## src/scmc_cfg.svh

```systemverilog
// Register map, field positions, reset values and timing counts
`ifndef SCMC_CFG_SVH
`define SCMC_CFG_SVH
`define SCMC_SYS_MODE_REG_OFS        12'h000
`define SCMC_CTRL_OFS        12'h004
`define SCMC_STAT_OFS        12'h008
`define SCMC_SYS_MODE_REG_DIV_MSB    7
`define SCMC_SYS_MODE_REG_DIV_LSB    5
`define SCMC_SYS_MODE_REG_SLOW_RDY   3
`define SCMC_SYS_MODE_REG_FAST_RDY   2
`define SCMC_SYS_MODE_REG_IDLE_EN    1
`define SCMC_SYS_MODE_REG_HIGH_SEL   0
`define SCMC_CTRL_KEEP_CLK   7
`define SCMC_CTRL_FREQ_MSB   5
`define SCMC_CTRL_FREQ_LSB   4
`define SCMC_SYS_MODE_REG_RST_DIV    3'h0
`define SCMC_SYS_MODE_REG_RST_IDLE   1'b1
`define SCMC_SYS_MODE_REG_RST_HIGH   1'b1
`define SCMC_CTRL_RST_KEEP   1'b0
`define SCMC_CTRL_RST_FREQ   2'h0
`define SCMC_SLOW_RDY_CYC    5'd2
`define SCMC_FAST_RDY_CYC    5'd16
`endif

```

## src/scmc_pkg.sv

```systemverilog
// Types for the system clock and mode control block
package scmc_pkg;
    typedef enum logic [1:0] {
        SCMC_RUN   = 2'b00,
        SCMC_SLEEP = 2'b01,
        SCMC_IDLE0 = 2'b10,
        SCMC_IDLE1 = 2'b11
    } scmc_mode_t;
    typedef enum logic [1:0] {
        SCMC_F8  = 2'b00,
        SCMC_F16 = 2'b01,
        SCMC_F12 = 2'b10,
        SCMC_F8B = 2'b11
    } scmc_freq_t;
endpackage : scmc_pkg

```

## src/scmc_top.sv

```systemverilog
// System clock selection and low-power mode control with APB registers
// Contract
// - Divider code picks slow or fast divided
// - High select gives undivided fast clock
// - Fast oscillator stops when slow chosen
// - Slow ready flag rises 1-2 cycles
// - Fast ready low in sleep/idle0, 15-16 cycles
// - Halt with idle off enters sleep
// - Idle on, keep off enters idle0
// - Idle on, keep on enters idle1
// - Sleep stops system and time-base clocks
// - Halt entry clears watchdog counter
// - Halt entry sets power-down, clears expiry
// - Halted modes preserve registers and state
// - Frequency field sets fast RC frequency
// - Divided fast sources stop with oscillator
// - Unimplemented bits read zero
// - Wake to fast waits fast ready
`include "scmc_cfg.svh"
`timescale 1ns/100ps
`default_nettype none
module scmc_top (
    // Clock and reset
    input  wire logic        MCLK,
    input  wire logic        RST_N,
    // APB slave
    input  wire logic        PSEL,
    input  wire logic        PENABLE,
    input  wire logic        PWRITE,
    input  wire logic [11:0] PADDR,
    input  wire logic [31:0] PWDATA,
    output logic             PREADY,
    output logic             PSLVERR,
    output logic [31:0]      PRDATA,
    // CPU halt and wake
    input  wire logic        HALT_EXEC,
    input  wire logic        WAKE_UP,
    output logic             CPU_RUN,
    // Clock enables
    output logic             SYS_CLK_EN,
    output logic             TIMEBASE_CLK_EN,
    output logic             FAST_OSC_ON,
    output logic [1:0]       FAST_RC_FREQ,
    output logic             FAST_DIV16_EN,
    output logic             FAST_DIV64_EN,
    // Watchdog and status flags
    output logic             WDT_CLEAR,
    output logic             POWER_DOWN_FLAG,
    output logic             WDT_EXPIRY_FLAG,
    input  wire logic        WDT_EXPIRY_SET,
    input  wire logic        CLR_WDT_EXEC
);
    logic [2:0]             clk_divide_select_q, clk_divide_select_d;
    logic                   high_clk_select_q, high_clk_select_d;
    logic                   halt_low_power_select_q, halt_low_power_select_d;
    logic                   keep_clock_in_halt_q, keep_clock_in_halt_d;
    logic [1:0]             fast_rc_freq_select_q, fast_rc_freq_select_d;
    scmc_pkg::scmc_mode_t   mode_q, mode_d;
    logic [4:0]             slow_cnt_q, slow_cnt_d;
    logic [4:0]             fast_cnt_q, fast_cnt_d;
    logic                   pdf_q, pdf_d;
    logic                   to_q, to_d;
    logic                   wdt_clr_q, wdt_clr_d;
    logic [31:0]            prdata_q, prdata_d;
    logic                   sys_en_q, sys_en_d;
    logic [5:0]             tick;
    logic                   slow_osc_ready, fast_osc_ready, fast_sel, fast_on, wr, rd;
    logic                   halt_go;

    function automatic logic sel_fast(input logic hs, input logic [2:0] dv);
        sel_fast = hs | (dv[2] | dv[1]);
    endfunction : sel_fast

    assign wr = PSEL & PENABLE & PWRITE;
    assign rd = PSEL & !PENABLE & !PWRITE;
    assign PREADY = 1'b1;
    assign PSLVERR = 1'b0;
    assign halt_go = HALT_EXEC & (mode_q == scmc_pkg::SCMC_RUN);
    assign slow_osc_ready = (slow_cnt_q >= `SCMC_SLOW_RDY_CYC);
    assign fast_osc_ready = (fast_cnt_q >= `SCMC_FAST_RDY_CYC);
    assign fast_sel = sel_fast(high_clk_select_q, clk_divide_select_q);
    // Oscillator off in slow mode and in sleep/idle0; idle1 keeps whichever runs
    assign fast_on = fast_sel & ((mode_q == scmc_pkg::SCMC_RUN)
                     | (mode_q == scmc_pkg::SCMC_IDLE1));

    // Registers: writes only in run; halted modes hold all state
    always_comb begin
        clk_divide_select_d = clk_divide_select_q;
        high_clk_select_d = high_clk_select_q;
        halt_low_power_select_d = halt_low_power_select_q;
        keep_clock_in_halt_d = keep_clock_in_halt_q;
        fast_rc_freq_select_d = fast_rc_freq_select_q;
        if (wr && PADDR == `SCMC_SYS_MODE_REG_OFS && mode_q == scmc_pkg::SCMC_RUN) begin
            clk_divide_select_d = PWDATA[`SCMC_SYS_MODE_REG_DIV_MSB:`SCMC_SYS_MODE_REG_DIV_LSB];
            halt_low_power_select_d = PWDATA[`SCMC_SYS_MODE_REG_IDLE_EN];
            high_clk_select_d = PWDATA[`SCMC_SYS_MODE_REG_HIGH_SEL];
        end
        if (wr && PADDR == `SCMC_CTRL_OFS && mode_q == scmc_pkg::SCMC_RUN) begin
            keep_clock_in_halt_d = PWDATA[`SCMC_CTRL_KEEP_CLK];
            fast_rc_freq_select_d = PWDATA[`SCMC_CTRL_FREQ_MSB:`SCMC_CTRL_FREQ_LSB];
        end
    end

    // Read data: unimplemented bits zero
    always_comb begin
        prdata_d = prdata_q;
        if (rd) begin
            prdata_d = 32'h0;
            case (PADDR)
                `SCMC_SYS_MODE_REG_OFS: begin
                    prdata_d[`SCMC_SYS_MODE_REG_DIV_MSB:`SCMC_SYS_MODE_REG_DIV_LSB] = clk_divide_select_q;
                    prdata_d[`SCMC_SYS_MODE_REG_SLOW_RDY] = slow_osc_ready;
                    prdata_d[`SCMC_SYS_MODE_REG_FAST_RDY] = fast_osc_ready;
                    prdata_d[`SCMC_SYS_MODE_REG_IDLE_EN] = halt_low_power_select_q;
                    prdata_d[`SCMC_SYS_MODE_REG_HIGH_SEL] = high_clk_select_q;
                end
                `SCMC_CTRL_OFS: begin
                    prdata_d[`SCMC_CTRL_KEEP_CLK] = keep_clock_in_halt_q;
                    prdata_d[`SCMC_CTRL_FREQ_MSB:`SCMC_CTRL_FREQ_LSB] = fast_rc_freq_select_q;
                end
                `SCMC_STAT_OFS: begin
                    prdata_d[3:0] = {pdf_q, to_q, mode_q};
                end
                default: begin
                    prdata_d = 32'h0;
                end
            endcase
        end
    end

    // Mode sequencing
    always_comb begin
        mode_d = mode_q;
        wdt_clr_d = 1'b0;
        pdf_d = pdf_q;
        to_d = to_q;
        if (CLR_WDT_EXEC) begin
            pdf_d = 1'b0;
            to_d = 1'b0;
        end
        case (mode_q)
            scmc_pkg::SCMC_RUN: begin
                if (HALT_EXEC) begin
                    wdt_clr_d = 1'b1;
                    pdf_d = 1'b1;
                    to_d = 1'b0;
                    if (!halt_low_power_select_q) begin
                        mode_d = scmc_pkg::SCMC_SLEEP;
                    end else if (!keep_clock_in_halt_q) begin
                        mode_d = scmc_pkg::SCMC_IDLE0;
                    end else begin
                        mode_d = scmc_pkg::SCMC_IDLE1;
                    end
                end
            end
            scmc_pkg::SCMC_SLEEP, scmc_pkg::SCMC_IDLE0, scmc_pkg::SCMC_IDLE1: begin
                if (WAKE_UP) begin
                    mode_d = scmc_pkg::SCMC_RUN;
                end
            end
            default: begin
                mode_d = scmc_pkg::SCMC_RUN;
            end
        endcase
        // Expiry set wins over software clear and halt clear
        if (WDT_EXPIRY_SET) begin
            to_d = 1'b1;
        end
    end

    // Slow ready counter restarts on wake; fast counter clears while oscillator off
    always_comb begin
        slow_cnt_d = slow_cnt_q;
        if (slow_cnt_q < `SCMC_SLOW_RDY_CYC) begin
            slow_cnt_d = slow_cnt_q + 5'd1;
        end
        if (WAKE_UP && mode_q != scmc_pkg::SCMC_RUN) begin
            slow_cnt_d = 5'd0;
        end
        fast_cnt_d = fast_cnt_q;
        if (!fast_on) begin
            fast_cnt_d = 5'd0;
        end else if (fast_cnt_q < `SCMC_FAST_RDY_CYC) begin
            fast_cnt_d = fast_cnt_q + 5'd1;
        end
    end

    // Divider restarts with the oscillator so the first tick is full length
    scmc_div #(.WIDTH(6)) u_div (
        .clk   (MCLK),
        .rst_n (RST_N),
        .run   (fast_on & fast_osc_ready),
        .tick  (tick)
    );

    // System clock enable, chosen among pulses that are each whole cycles
    always_comb begin
        sys_en_d = 1'b0;
        if (mode_q == scmc_pkg::SCMC_RUN || mode_q == scmc_pkg::SCMC_IDLE1) begin
            if (high_clk_select_q) begin
                sys_en_d = fast_osc_ready;
            end else begin
                case (clk_divide_select_q)
                    3'h2: sys_en_d = tick[5];
                    3'h3: sys_en_d = tick[4];
                    3'h4: sys_en_d = tick[3];
                    3'h5: sys_en_d = tick[2];
                    3'h6: sys_en_d = tick[1];
                    3'h7: sys_en_d = tick[0];
                    default: sys_en_d = slow_osc_ready;
                endcase
            end
        end
    end

    always_ff @(posedge MCLK) begin
        if (!RST_N) begin
            clk_divide_select_q <= `SCMC_SYS_MODE_REG_RST_DIV;
            high_clk_select_q <= `SCMC_SYS_MODE_REG_RST_HIGH;
            halt_low_power_select_q <= `SCMC_SYS_MODE_REG_RST_IDLE;
            keep_clock_in_halt_q <= `SCMC_CTRL_RST_KEEP;
            fast_rc_freq_select_q <= `SCMC_CTRL_RST_FREQ;
            mode_q <= scmc_pkg::SCMC_RUN;
            slow_cnt_q <= 5'd0;
            fast_cnt_q <= 5'd0;
            pdf_q <= 1'b0;
            to_q <= 1'b0;
            wdt_clr_q <= 1'b0;
            prdata_q <= 32'h0;
            sys_en_q <= 1'b0;
        end else begin
            clk_divide_select_q <= clk_divide_select_d;
            high_clk_select_q <= high_clk_select_d;
            halt_low_power_select_q <= halt_low_power_select_d;
            keep_clock_in_halt_q <= keep_clock_in_halt_d;
            fast_rc_freq_select_q <= fast_rc_freq_select_d;
            mode_q <= mode_d;
            slow_cnt_q <= slow_cnt_d;
            fast_cnt_q <= fast_cnt_d;
            pdf_q <= pdf_d;
            to_q <= to_d;
            wdt_clr_q <= wdt_clr_d;
            prdata_q <= prdata_d;
            sys_en_q <= sys_en_d;
        end
    end

    assign PRDATA = prdata_q;
    assign SYS_CLK_EN = sys_en_q;
    assign TIMEBASE_CLK_EN = (mode_q != scmc_pkg::SCMC_SLEEP);
    assign CPU_RUN = (mode_q == scmc_pkg::SCMC_RUN) & (fast_osc_ready | !fast_sel);
    assign FAST_OSC_ON = fast_on;
    assign FAST_RC_FREQ = fast_rc_freq_select_q;
    assign FAST_DIV16_EN = tick[3];
    assign FAST_DIV64_EN = tick[5];
    assign WDT_CLEAR = wdt_clr_q;
    assign POWER_DOWN_FLAG = pdf_q;
    assign WDT_EXPIRY_FLAG = to_q;

    property p_halt_sleep;
        @(posedge MCLK) disable iff (!RST_N)
        halt_go && !halt_low_power_select_q |=> mode_q == scmc_pkg::SCMC_SLEEP;
    endproperty
    a_halt_sleep: assert property (p_halt_sleep) else $error("halt did not sleep");
    property p_halt_idle0;
        @(posedge MCLK) disable iff (!RST_N)
        halt_go && halt_low_power_select_q && !keep_clock_in_halt_q
        |=> mode_q == scmc_pkg::SCMC_IDLE0;
    endproperty
    a_halt_idle0: assert property (p_halt_idle0) else $error("halt did not idle0");
    property p_halt_idle1;
        @(posedge MCLK) disable iff (!RST_N)
        halt_go && halt_low_power_select_q && keep_clock_in_halt_q
        |=> mode_q == scmc_pkg::SCMC_IDLE1;
    endproperty
    a_halt_idle1: assert property (p_halt_idle1) else $error("halt did not idle1");
    property p_halt_flags;
        @(posedge MCLK) disable iff (!RST_N)
        halt_go && !WDT_EXPIRY_SET |=> WDT_CLEAR && POWER_DOWN_FLAG && !WDT_EXPIRY_FLAG;
    endproperty
    a_halt_flags: assert property (p_halt_flags) else $error("halt flags wrong");
    property p_sleep_stop;
        @(posedge MCLK) disable iff (!RST_N)
        mode_q == scmc_pkg::SCMC_SLEEP && !WAKE_UP
        |=> !SYS_CLK_EN && !TIMEBASE_CLK_EN ##0 !CPU_RUN;
    endproperty
    a_sleep_stop: assert property (p_sleep_stop) else $error("sleep clocks run");
    property p_fast_rdy;
        @(posedge MCLK) disable iff (!RST_N)
        $rose(fast_on) |-> !fast_osc_ready [*8] ##[7:9] fast_osc_ready;
    endproperty
    a_fast_rdy: assert property (p_fast_rdy) else $error("fast ready timing");
    property p_slow_off;
        @(posedge MCLK) disable iff (!RST_N)
        !fast_sel |-> !FAST_OSC_ON && !FAST_DIV16_EN && !FAST_DIV64_EN;
    endproperty
    a_slow_off: assert property (p_slow_off) else $error("fast osc left on");
    property p_div2;
        @(posedge MCLK) disable iff (!RST_N)
        mode_q == scmc_pkg::SCMC_RUN && !high_clk_select_q && clk_divide_select_q == 3'h7
        && $stable(clk_divide_select_q) && SYS_CLK_EN |=> !SYS_CLK_EN;
    endproperty
    a_div2: assert property (p_div2) else $error("div2 enable back to back");
    property p_hold;
        @(posedge MCLK) disable iff (!RST_N)
        mode_q != scmc_pkg::SCMC_RUN |=> $stable(clk_divide_select_q) && $stable(fast_rc_freq_select_q);
    endproperty
    a_hold: assert property (p_hold) else $error("state changed in halt");
    c_sleep: cover property (@(posedge MCLK) disable iff (!RST_N) halt_go ##1 mode_q == scmc_pkg::SCMC_SLEEP);
    c_idle1: cover property (@(posedge MCLK) disable iff (!RST_N) mode_q == scmc_pkg::SCMC_IDLE1 && SYS_CLK_EN);
    c_wake:  cover property (@(posedge MCLK) disable iff (!RST_N) $rose(fast_osc_ready));
endmodule : scmc_top
`default_nettype wire

```

## src/scmc_div.sv

```systemverilog
// Fast clock divider producing one-cycle enable pulses
`timescale 1ns/100ps
`default_nettype none
module scmc_div #(
    parameter int WIDTH = 6
) (
    input  wire logic             clk,
    input  wire logic             rst_n,
    input  wire logic             run,
    output logic [WIDTH-1:0]      tick
);
    logic [WIDTH-1:0] cnt_q;
    logic [WIDTH-1:0] cnt_d;
    always_comb begin
        cnt_d = run ? cnt_q + {{(WIDTH-1){1'b0}}, 1'b1} : '0;
    end
    always_ff @(posedge clk) begin
        if (!rst_n) begin
            cnt_q <= '0;
        end else begin
            cnt_q <= cnt_d;
        end
    end
    // Tick k pulses once per 2^(k+1) cycles, always on a counter wrap, so no runt
    genvar k;
    generate
        for (k = 0; k < WIDTH; k++) begin : g_tick
            assign tick[k] = run & (&cnt_q[k:0]);
        end
    endgenerate
endmodule : scmc_div
`default_nettype wire

```

## config.mk

```make
export PLATFORM = sky130hd
export DESIGN_NAME = scmc_top
export DESIGN_NICKNAME = d
export VERILOG_FILES = /design/src/scmc_pkg.sv /design/src/scmc_top.sv /design/src/scmc_div.sv
export VERILOG_INCLUDE_DIRS = /design/src
export SDC_FILE = /design/constraint.sdc
export NUM_CORES = 1
export LEC_CHECK = 0
export BUFFER_PORTS_ARGS = -buffer_cell sky130_fd_sc_hd__buf_2
export CAP_MARGIN = 20
export CORE_AREA = 2 2 69 71
export DETAILED_ROUTE_END_ITERATION = 10
export DIE_AREA = 0 0 71 73
export GPL_TIMING_DRIVEN = 0
export PLACE_DENSITY = 0.78
export SYNTH_ARGS = -nofsm -noshare
export SYNTH_HDL_FRONTEND = slang
export SYNTH_SLANG_ARGS = --single-unit
```

## constraint.sdc

```tcl
create_clock -name MCLK -period 2.25 [get_ports MCLK]
set_input_delay 0.3375 -clock MCLK [delete_from_list [all_inputs] [get_ports MCLK]]
set_output_delay 0.3375 -clock MCLK [all_outputs]
set_load 0.05 [all_outputs]
```

# Word level (Yosys, flattened, before mapping)
# Cells that the tools add are included.
# word_totals
ff_bits	38
in_bits	53
out_inout_bits	45
word_cells	97
# op_classes
add_sub_neg	3
magnitude_cmp	4
eq_ne	14
mux	20
n_bitwise	18
reduce_logical	24
# ops
op	count
AND 1 bit	13
equality test 12 x 3 -> 1 bit, second input constant	1
equality test 12 x 4 -> 1 bit, second input constant	1
equality test 3 bit, second input constant	4
logical NOT 12 bit	1
two-way mux 1 bit	12
AND reduction 2 bit	6
adder 5 x 1 -> 5 bit, second input constant	2
case mux 4 bit (2 select lines)	1
adder 6 x 1 -> 6 bit, second input constant	1
equality test 3 x 2 -> 1 bit, second input constant	2
two-way mux 2 bit	3
case mux 1 bit (6 select lines)	1
AND reduction 6 bit	1
>= comparator 5 x 2 -> 1 bit, second input constant	1
>= comparator 5 bit, second input constant	1
logical AND 1 bit	5
less-than comparator 5 x 2 -> 1 bit, second input constant	1
less-than comparator 5 bit, second input constant	1
AND reduction 5 bit	1
equality test 2 bit, second input constant	2
!= test 2 bit, second input constant	2
bitwise OR 1 bit	4
case mux 1 bit (2 select lines)	2
other kinds (12)	14

# Longest topological paths before layout
# logic_depth
ltp_word	7
mapped_depth	6
depth_no_buf	6

# By module
# Synthesis repeated with hierarchy kept, for this count alone.
# unflattened
hier_cells	221
hier_area_um2	1940.6
# by_module_without_submodules
mod	instances	cells_per_inst	area_per_inst_um2	seq_area_each_um2
scmc_top	1	193	1669.1	640.6
scmc_div	1	28	271.5	120.1

# Worst setup path after synthesis
# OpenSTA, ideal clock, no wires.
# synth_timing
kind	reg2out
from	reg mode_q[0]
to	out FAST_DIV64_EN
arrival_ps	2500
slack_ps	-588
stages_incl_launch_ff	6
n_path_buf	0
path_cell_list	dfxtp_1 -> inv_1 -> ha_1 -> nor2_1 -> and3_1 -> and3_1
# synth_via
elab_chain_cells	5
elab_cells_between_ends	6
cone_classes	eq/ne: 1; bitwise: 4; reduce/logical: 1
# synth_rtl
item	line	rtl
from (decl)	scmc_top.sv:58	scmc_pkg::scmc_mode_t mode_q, mode_d;
from (signal assigned)	scmc_top.sv:223	mode_q <= scmc_pkg::SCMC_RUN;
from (signal assigned)	scmc_top.sv:237	mode_q <= mode_d;
equality test 2 bit or logical NOT 2 bit (tied branches)	scmc_top.sv:84, scmc_top.sv:83	
bitwise OR 1 bit *	scmc_top.sv:84	| (mode_q == scmc_pkg::SCMC_IDLE1));
AND 1 bit *	scmc_top.sv:83	assign fast_on = fast_sel & ((mode_q == scmc_pkg::SCMC_RUN)
net FAST_OSC_ON	scmc_top.sv:42	output logic FAST_OSC_ON,
AND 1 bit *	scmc_top.sv:192	.run (fast_on & fast_osc_ready),
AND 1 bit *	scmc_div.sv:28	assign tick[k] = run & (&cnt_q[k:0]);
to (decl)	scmc_top.sv:45	output logic FAST_DIV64_EN,
# The timed path passes the listed nets; every way through them passes the cells marked *.

# Worst setup path in the final report
# layout_timing
from	reg mode_q[0]
to	out FAST_DIV64_EN
# layout_via
elab_chain_cells	5
elab_cells_between_ends	6
cone_classes	eq/ne: 1; bitwise: 4; reduce/logical: 1
# layout_rtl
item	line
equality test 2 bit or logical NOT 2 bit (tied branches)	scmc_top.sv:84, scmc_top.sv:83
bitwise OR 1 bit *	scmc_top.sv:84
AND 1 bit *	scmc_top.sv:83
AND 1 bit *	scmc_top.sv:192
AND 1 bit *	scmc_div.sv:28
# Every way passes the cells marked *; elsewhere a longest branch is shown, timed or not.

==> results list <==
* Result of the run: finished clean
* Worst path buffer plus inverter count: 2
- Cells fill 53.9% of the core in the end.
- Clk Tree Root Cell: clkbuf_8
- Hold Crit Start: WDT_EXPIRY_SET
- Peak supply drop: 0.000484 V
* Number of standard cells after synthesis: 228
* Initial antenna violation count: 0
- The worst setup path is launched from a flip-flop.
- The H-tree generated during clock tree synthesis spans 2 levels.
- A synthesized cell averages 8.67 um2.
- CP endpoint kind: primary output
- In this run the cell area of the synthesized design comes to 1980 um2.
- Post-synthesis mux area share: 5.19%
- Fraction of the mapped netlist area in compound gates: 9.69%
* Antenna viol nets, final: 0
- Initial core utilization: 43.6%
* Critical path start-end classification: flip-flop to primary output
- RR Startpoint: slow_cnt_q[4]
- Area of the die: 5180 um2
* Final routed wire length divided by cell count: 11.4 um
* Fraction of the yosys area taken by sequential cells: 38.5%
- Total detailed-routing wirelength: 4060 um
- CTS Buf Count: 5
* Clock latency on the worst-skew pair: 0.29 ns
* Maximum number of pins on one net before global-route repair: 12
* Tcrit/Tclk final: 93.1%
- Across all register-to-register paths, the minimum setup slack is 0.58 ns.
- The via count of the first global-routing pass is 1,507.
- Layout-stage area growth over the synthesis result: 23.7%
- Post-Layout Inst Area: 2440 um2
* Share of the synthesized netlist area taken by xor and xnor gates: 2.66%
- Count of unique library cells instantiated by Yosys: 41
- During synthesis, Yosys emitted a total of 0 warnings.
- By area, the combinational part of the netlist is dominated by simple AND/OR/NAND/NOR gates.
- The worst hold path was traced through 3 stages.
- Derived from the worst setup path, the maximum achievable clock frequency is 477 MHz.
- Detailed placement ended at an HPWL of 3210 um.
* Area fraction of the dominant cell type after synthesis: 38.5%
- dfxtp_1 takes more of the synthesized area than any other cell.
* Maximum single-stage delay on the critical path: 0.38 ns
- Clock tree sinks: 38
- Final Hold Fails: 0
* Worst path required time: 1.91 ns
* Least-Margin Pin Slew: 0.917 ns
* Final std cells w/o fill: 356
- Async S/R FF share, synth: 0%
- Placement Cell Area: 2360 um2
- In the final layout, the share of cells above drive strength 1 is 29.8%.
- For the worst flop-to-flop path, the logic depth is 4.
- List of cells traversed by the critical path: inv_1 -> ha_1 -> nor2_4 -> and3_2 -> and3_2 -> clkbuf_4
- The floorplan step set the die width to 71 um.
- Crit-path leading delay family: simple AND/OR/NAND/NOR gates
- Max stage delay cell, worst path: dfxtp_1
* Post-route setup slack: 0.155 ns
- CTS tree: built
- Setup violations remaining at the end of the flow were counted as 0.
- Number of pins with negative max-slew slack in the final report: 0
- For this run, design rule violations remaining after detail routing come to 0.
* Largest cells by area after synthesis: dfxtp_1 (39%), buf_4 (9.9%), ha_1 (5.7%), nor2_1 (4.2%), mux2i_1 (4.1%)
- Measured along the y axis, the die boundary spans 73 um.
- Worst max-slew margin expressed relative to the limit: 38.3%
- Fin Setup TNS: 0 ns
- Area fraction in and, or, nand and nor cells after synthesis: 24.6%
- Pwr Density: 636 nW/um2
* Deepest clock path buffer count: 2
- Worst EP arrival: 1.76 ns
* Number of port buffers: 43
- Critical path fanouts, max: 4
- Capture point of the worst reg-to-reg path: PRDATA[3]
- The first global-routing pass estimated 6580 um of wire.
* Setup repair after global routing missed its margin: false
- The synthesized design contains 0 enable-type register cells.
* Gr ovfl total: 0
* Number of inserted diodes: 0
- The worst hold path belongs to the class input pin to flip-flop.
- Standard-cell row count: 25
* Setup skew after layout: 0.00498 ns
- First-pass iteration count of the detailed router: 4
- Synthesis inferred 38 register bits.
- Worst Hold Endpoint: WDT_EXPIRY_FLAG
* Clock-pin slew reported for the worst setup and hold paths after clock tree synthesis: 0.07 ns
* Initial drt markers: 71
* Post-Place Setup Slack: 0.0667 ns
* Adder and majority gate portion of the synthesized area: 5.70%
- I/O pin cnt: 98
- In the synthesized netlist the dominant register cell turns out to be dfxtp_1.
- For the finished layout, the period the worst path requires is 2.10 ns.
- Std-Cell Core Area: 4540 um2
* Number of max-cap violations: 0
- Vias per cell: 4.77
* Routability cong.: 0.868
- Post-CTS timing repair inserted 0 buffers for setup.
- Including well taps, the total number of placed cells is 349.
- Number of vias in the routed layout: 1,697
* CP most frequent cell: and3_2
* Net count, final: 364
- Leakage component of the power: 0.00116 uW
- Overall global routing resource usage: 16.0%
==> cells by family (layout without fill, tap and decap cells) <==
logic type                 after synthesis  in the layout
xor gates and xnor gates                 6              6
and+or+nand+nor                         89             89
buffers and inverters                   44             94
AOI/OAI and AO/OA                       30             30
DFF                                     38             38
muxes                                   10             10
other                                    2             26
adders and majority gates                9              9
==> area by class of cell <==
type,count,area (um2)
multi-input combinational,170,1060
clock inverter,2,10.0
sequential,38,761
timing repair buffer,43,218
tap,54,67.6
fill,432,2090
inverter,12,45.0
buffer,32,218
clock buffer,5,68.8
==> metrics by stage <==
step	hold slack, ns	total power (uW)
final	0.285	1560
after global routing	0.288	1630
after CTS	0.280	1560
after detailed placement	0.446	1120
after global placement	0.443	1110
after floorplan	0.425	1050
==> where the power goes <==
part	internal, uW	leakage [uW]	total, uW	switching (uW)
clock network	208	0.0000438	443	235
logic	133	0.000813	377	244
registers	707	0.000309	735	28.1
==> synth_stat cells (all sizes together), types with 3 or more instances <==
| cell | number |
|---|---|
| inv | 12 |
| o21ai | 11 |
| xnor2 | 3 |
| a21oi | 3 |
| or4 | 4 |
| a221oi | 3 |
| dfxtp | 38 |
| xor2 | 3 |
| nor3 | 4 |
| and3 | 8 |
| nand3 | 12 |
| buf | 27 |
| nand2b | 3 |
| nor4 | 3 |
| a21boi | 6 |
| mux2i | 8 |
| nor2 | 22 |
| or2 | 3 |
| clkbuf | 5 |
| ha | 9 |
| nand2 | 20 |
==> timing repair <==
action | CTS | global route
resized for setup | 1 | 1
pin swaps | 0 | 0
endpoints found under the setup margin | 1 | 1
hold buffers | 0 | 0
==> how the worst max path moves through the flow <==
stage / end / cells after the start / startpoint
CTS: FAST_DIV64_EN / 6 / mode_q[0]
global route: FAST_DIV64_EN / 6 / mode_q[0]
global placement: PRDATA[4] / 5 / PADDR[7]
finish: FAST_DIV64_EN / 6 / mode_q[0]
detailed placement: PRDATA[4] / 5 / PADDR[7]
floorplan: FAST_DIV64_EN / 5 / mode_q[0]
==> placed cells by master (no fill, tap or decap), drive strengths merged, types with 3 or more instances in the layout <==
cell type	Yosys	layout
a21oi	3	3
a221oi	3	3
nor3	4	4
dfxtp	38	38
nand2	20	20
buf	27	69
nand3	12	12
o21ai	11	11
xnor2	3	3
or2	3	3
inv	12	12
ha	9	9
nor4	3	3
clkbuf	5	11
conb	2	26
or4	4	4
xor2	3	3
nand2b	3	3
mux2i	8	8
a21boi	6	6
nor2	22	22
and3	8	8
==> worst min-delay path: cells and delay by family <==
family / cells / cell delay [ns]
buffers and inverters: 1 / 0.08
AO/OA/AOI/OAI: 1 / 0.03
AND/OR/NAND/NOR: 1 / 0.09
==> metal layers <==
metal | routed length [um] | GRT usage, % | vias to the layer above | part of all wire, %
met3 | 311 | 4.83 | 5 | 7.7
met4 | 54 | 5.45 | 0 | 1.3
met5 | 0 | 0 | - | 0
li1 | - | - | 878 | -
met2 | 1920 | 28.3 | 66 | 47
met1 | 1770 | 18.4 | 748 | 44
==> registers in the layout, indices dropped and copies added, names as in the netlist, 2 cells and up <==
register,flops
clk_divide_select_q,3
fast_cnt_q,5
FAST_RC_FREQ,2
PRDATA,8
u_div.cnt_q,6
slow_cnt_q,5
mode_q,2
Power figures use the tool's default switching activity.
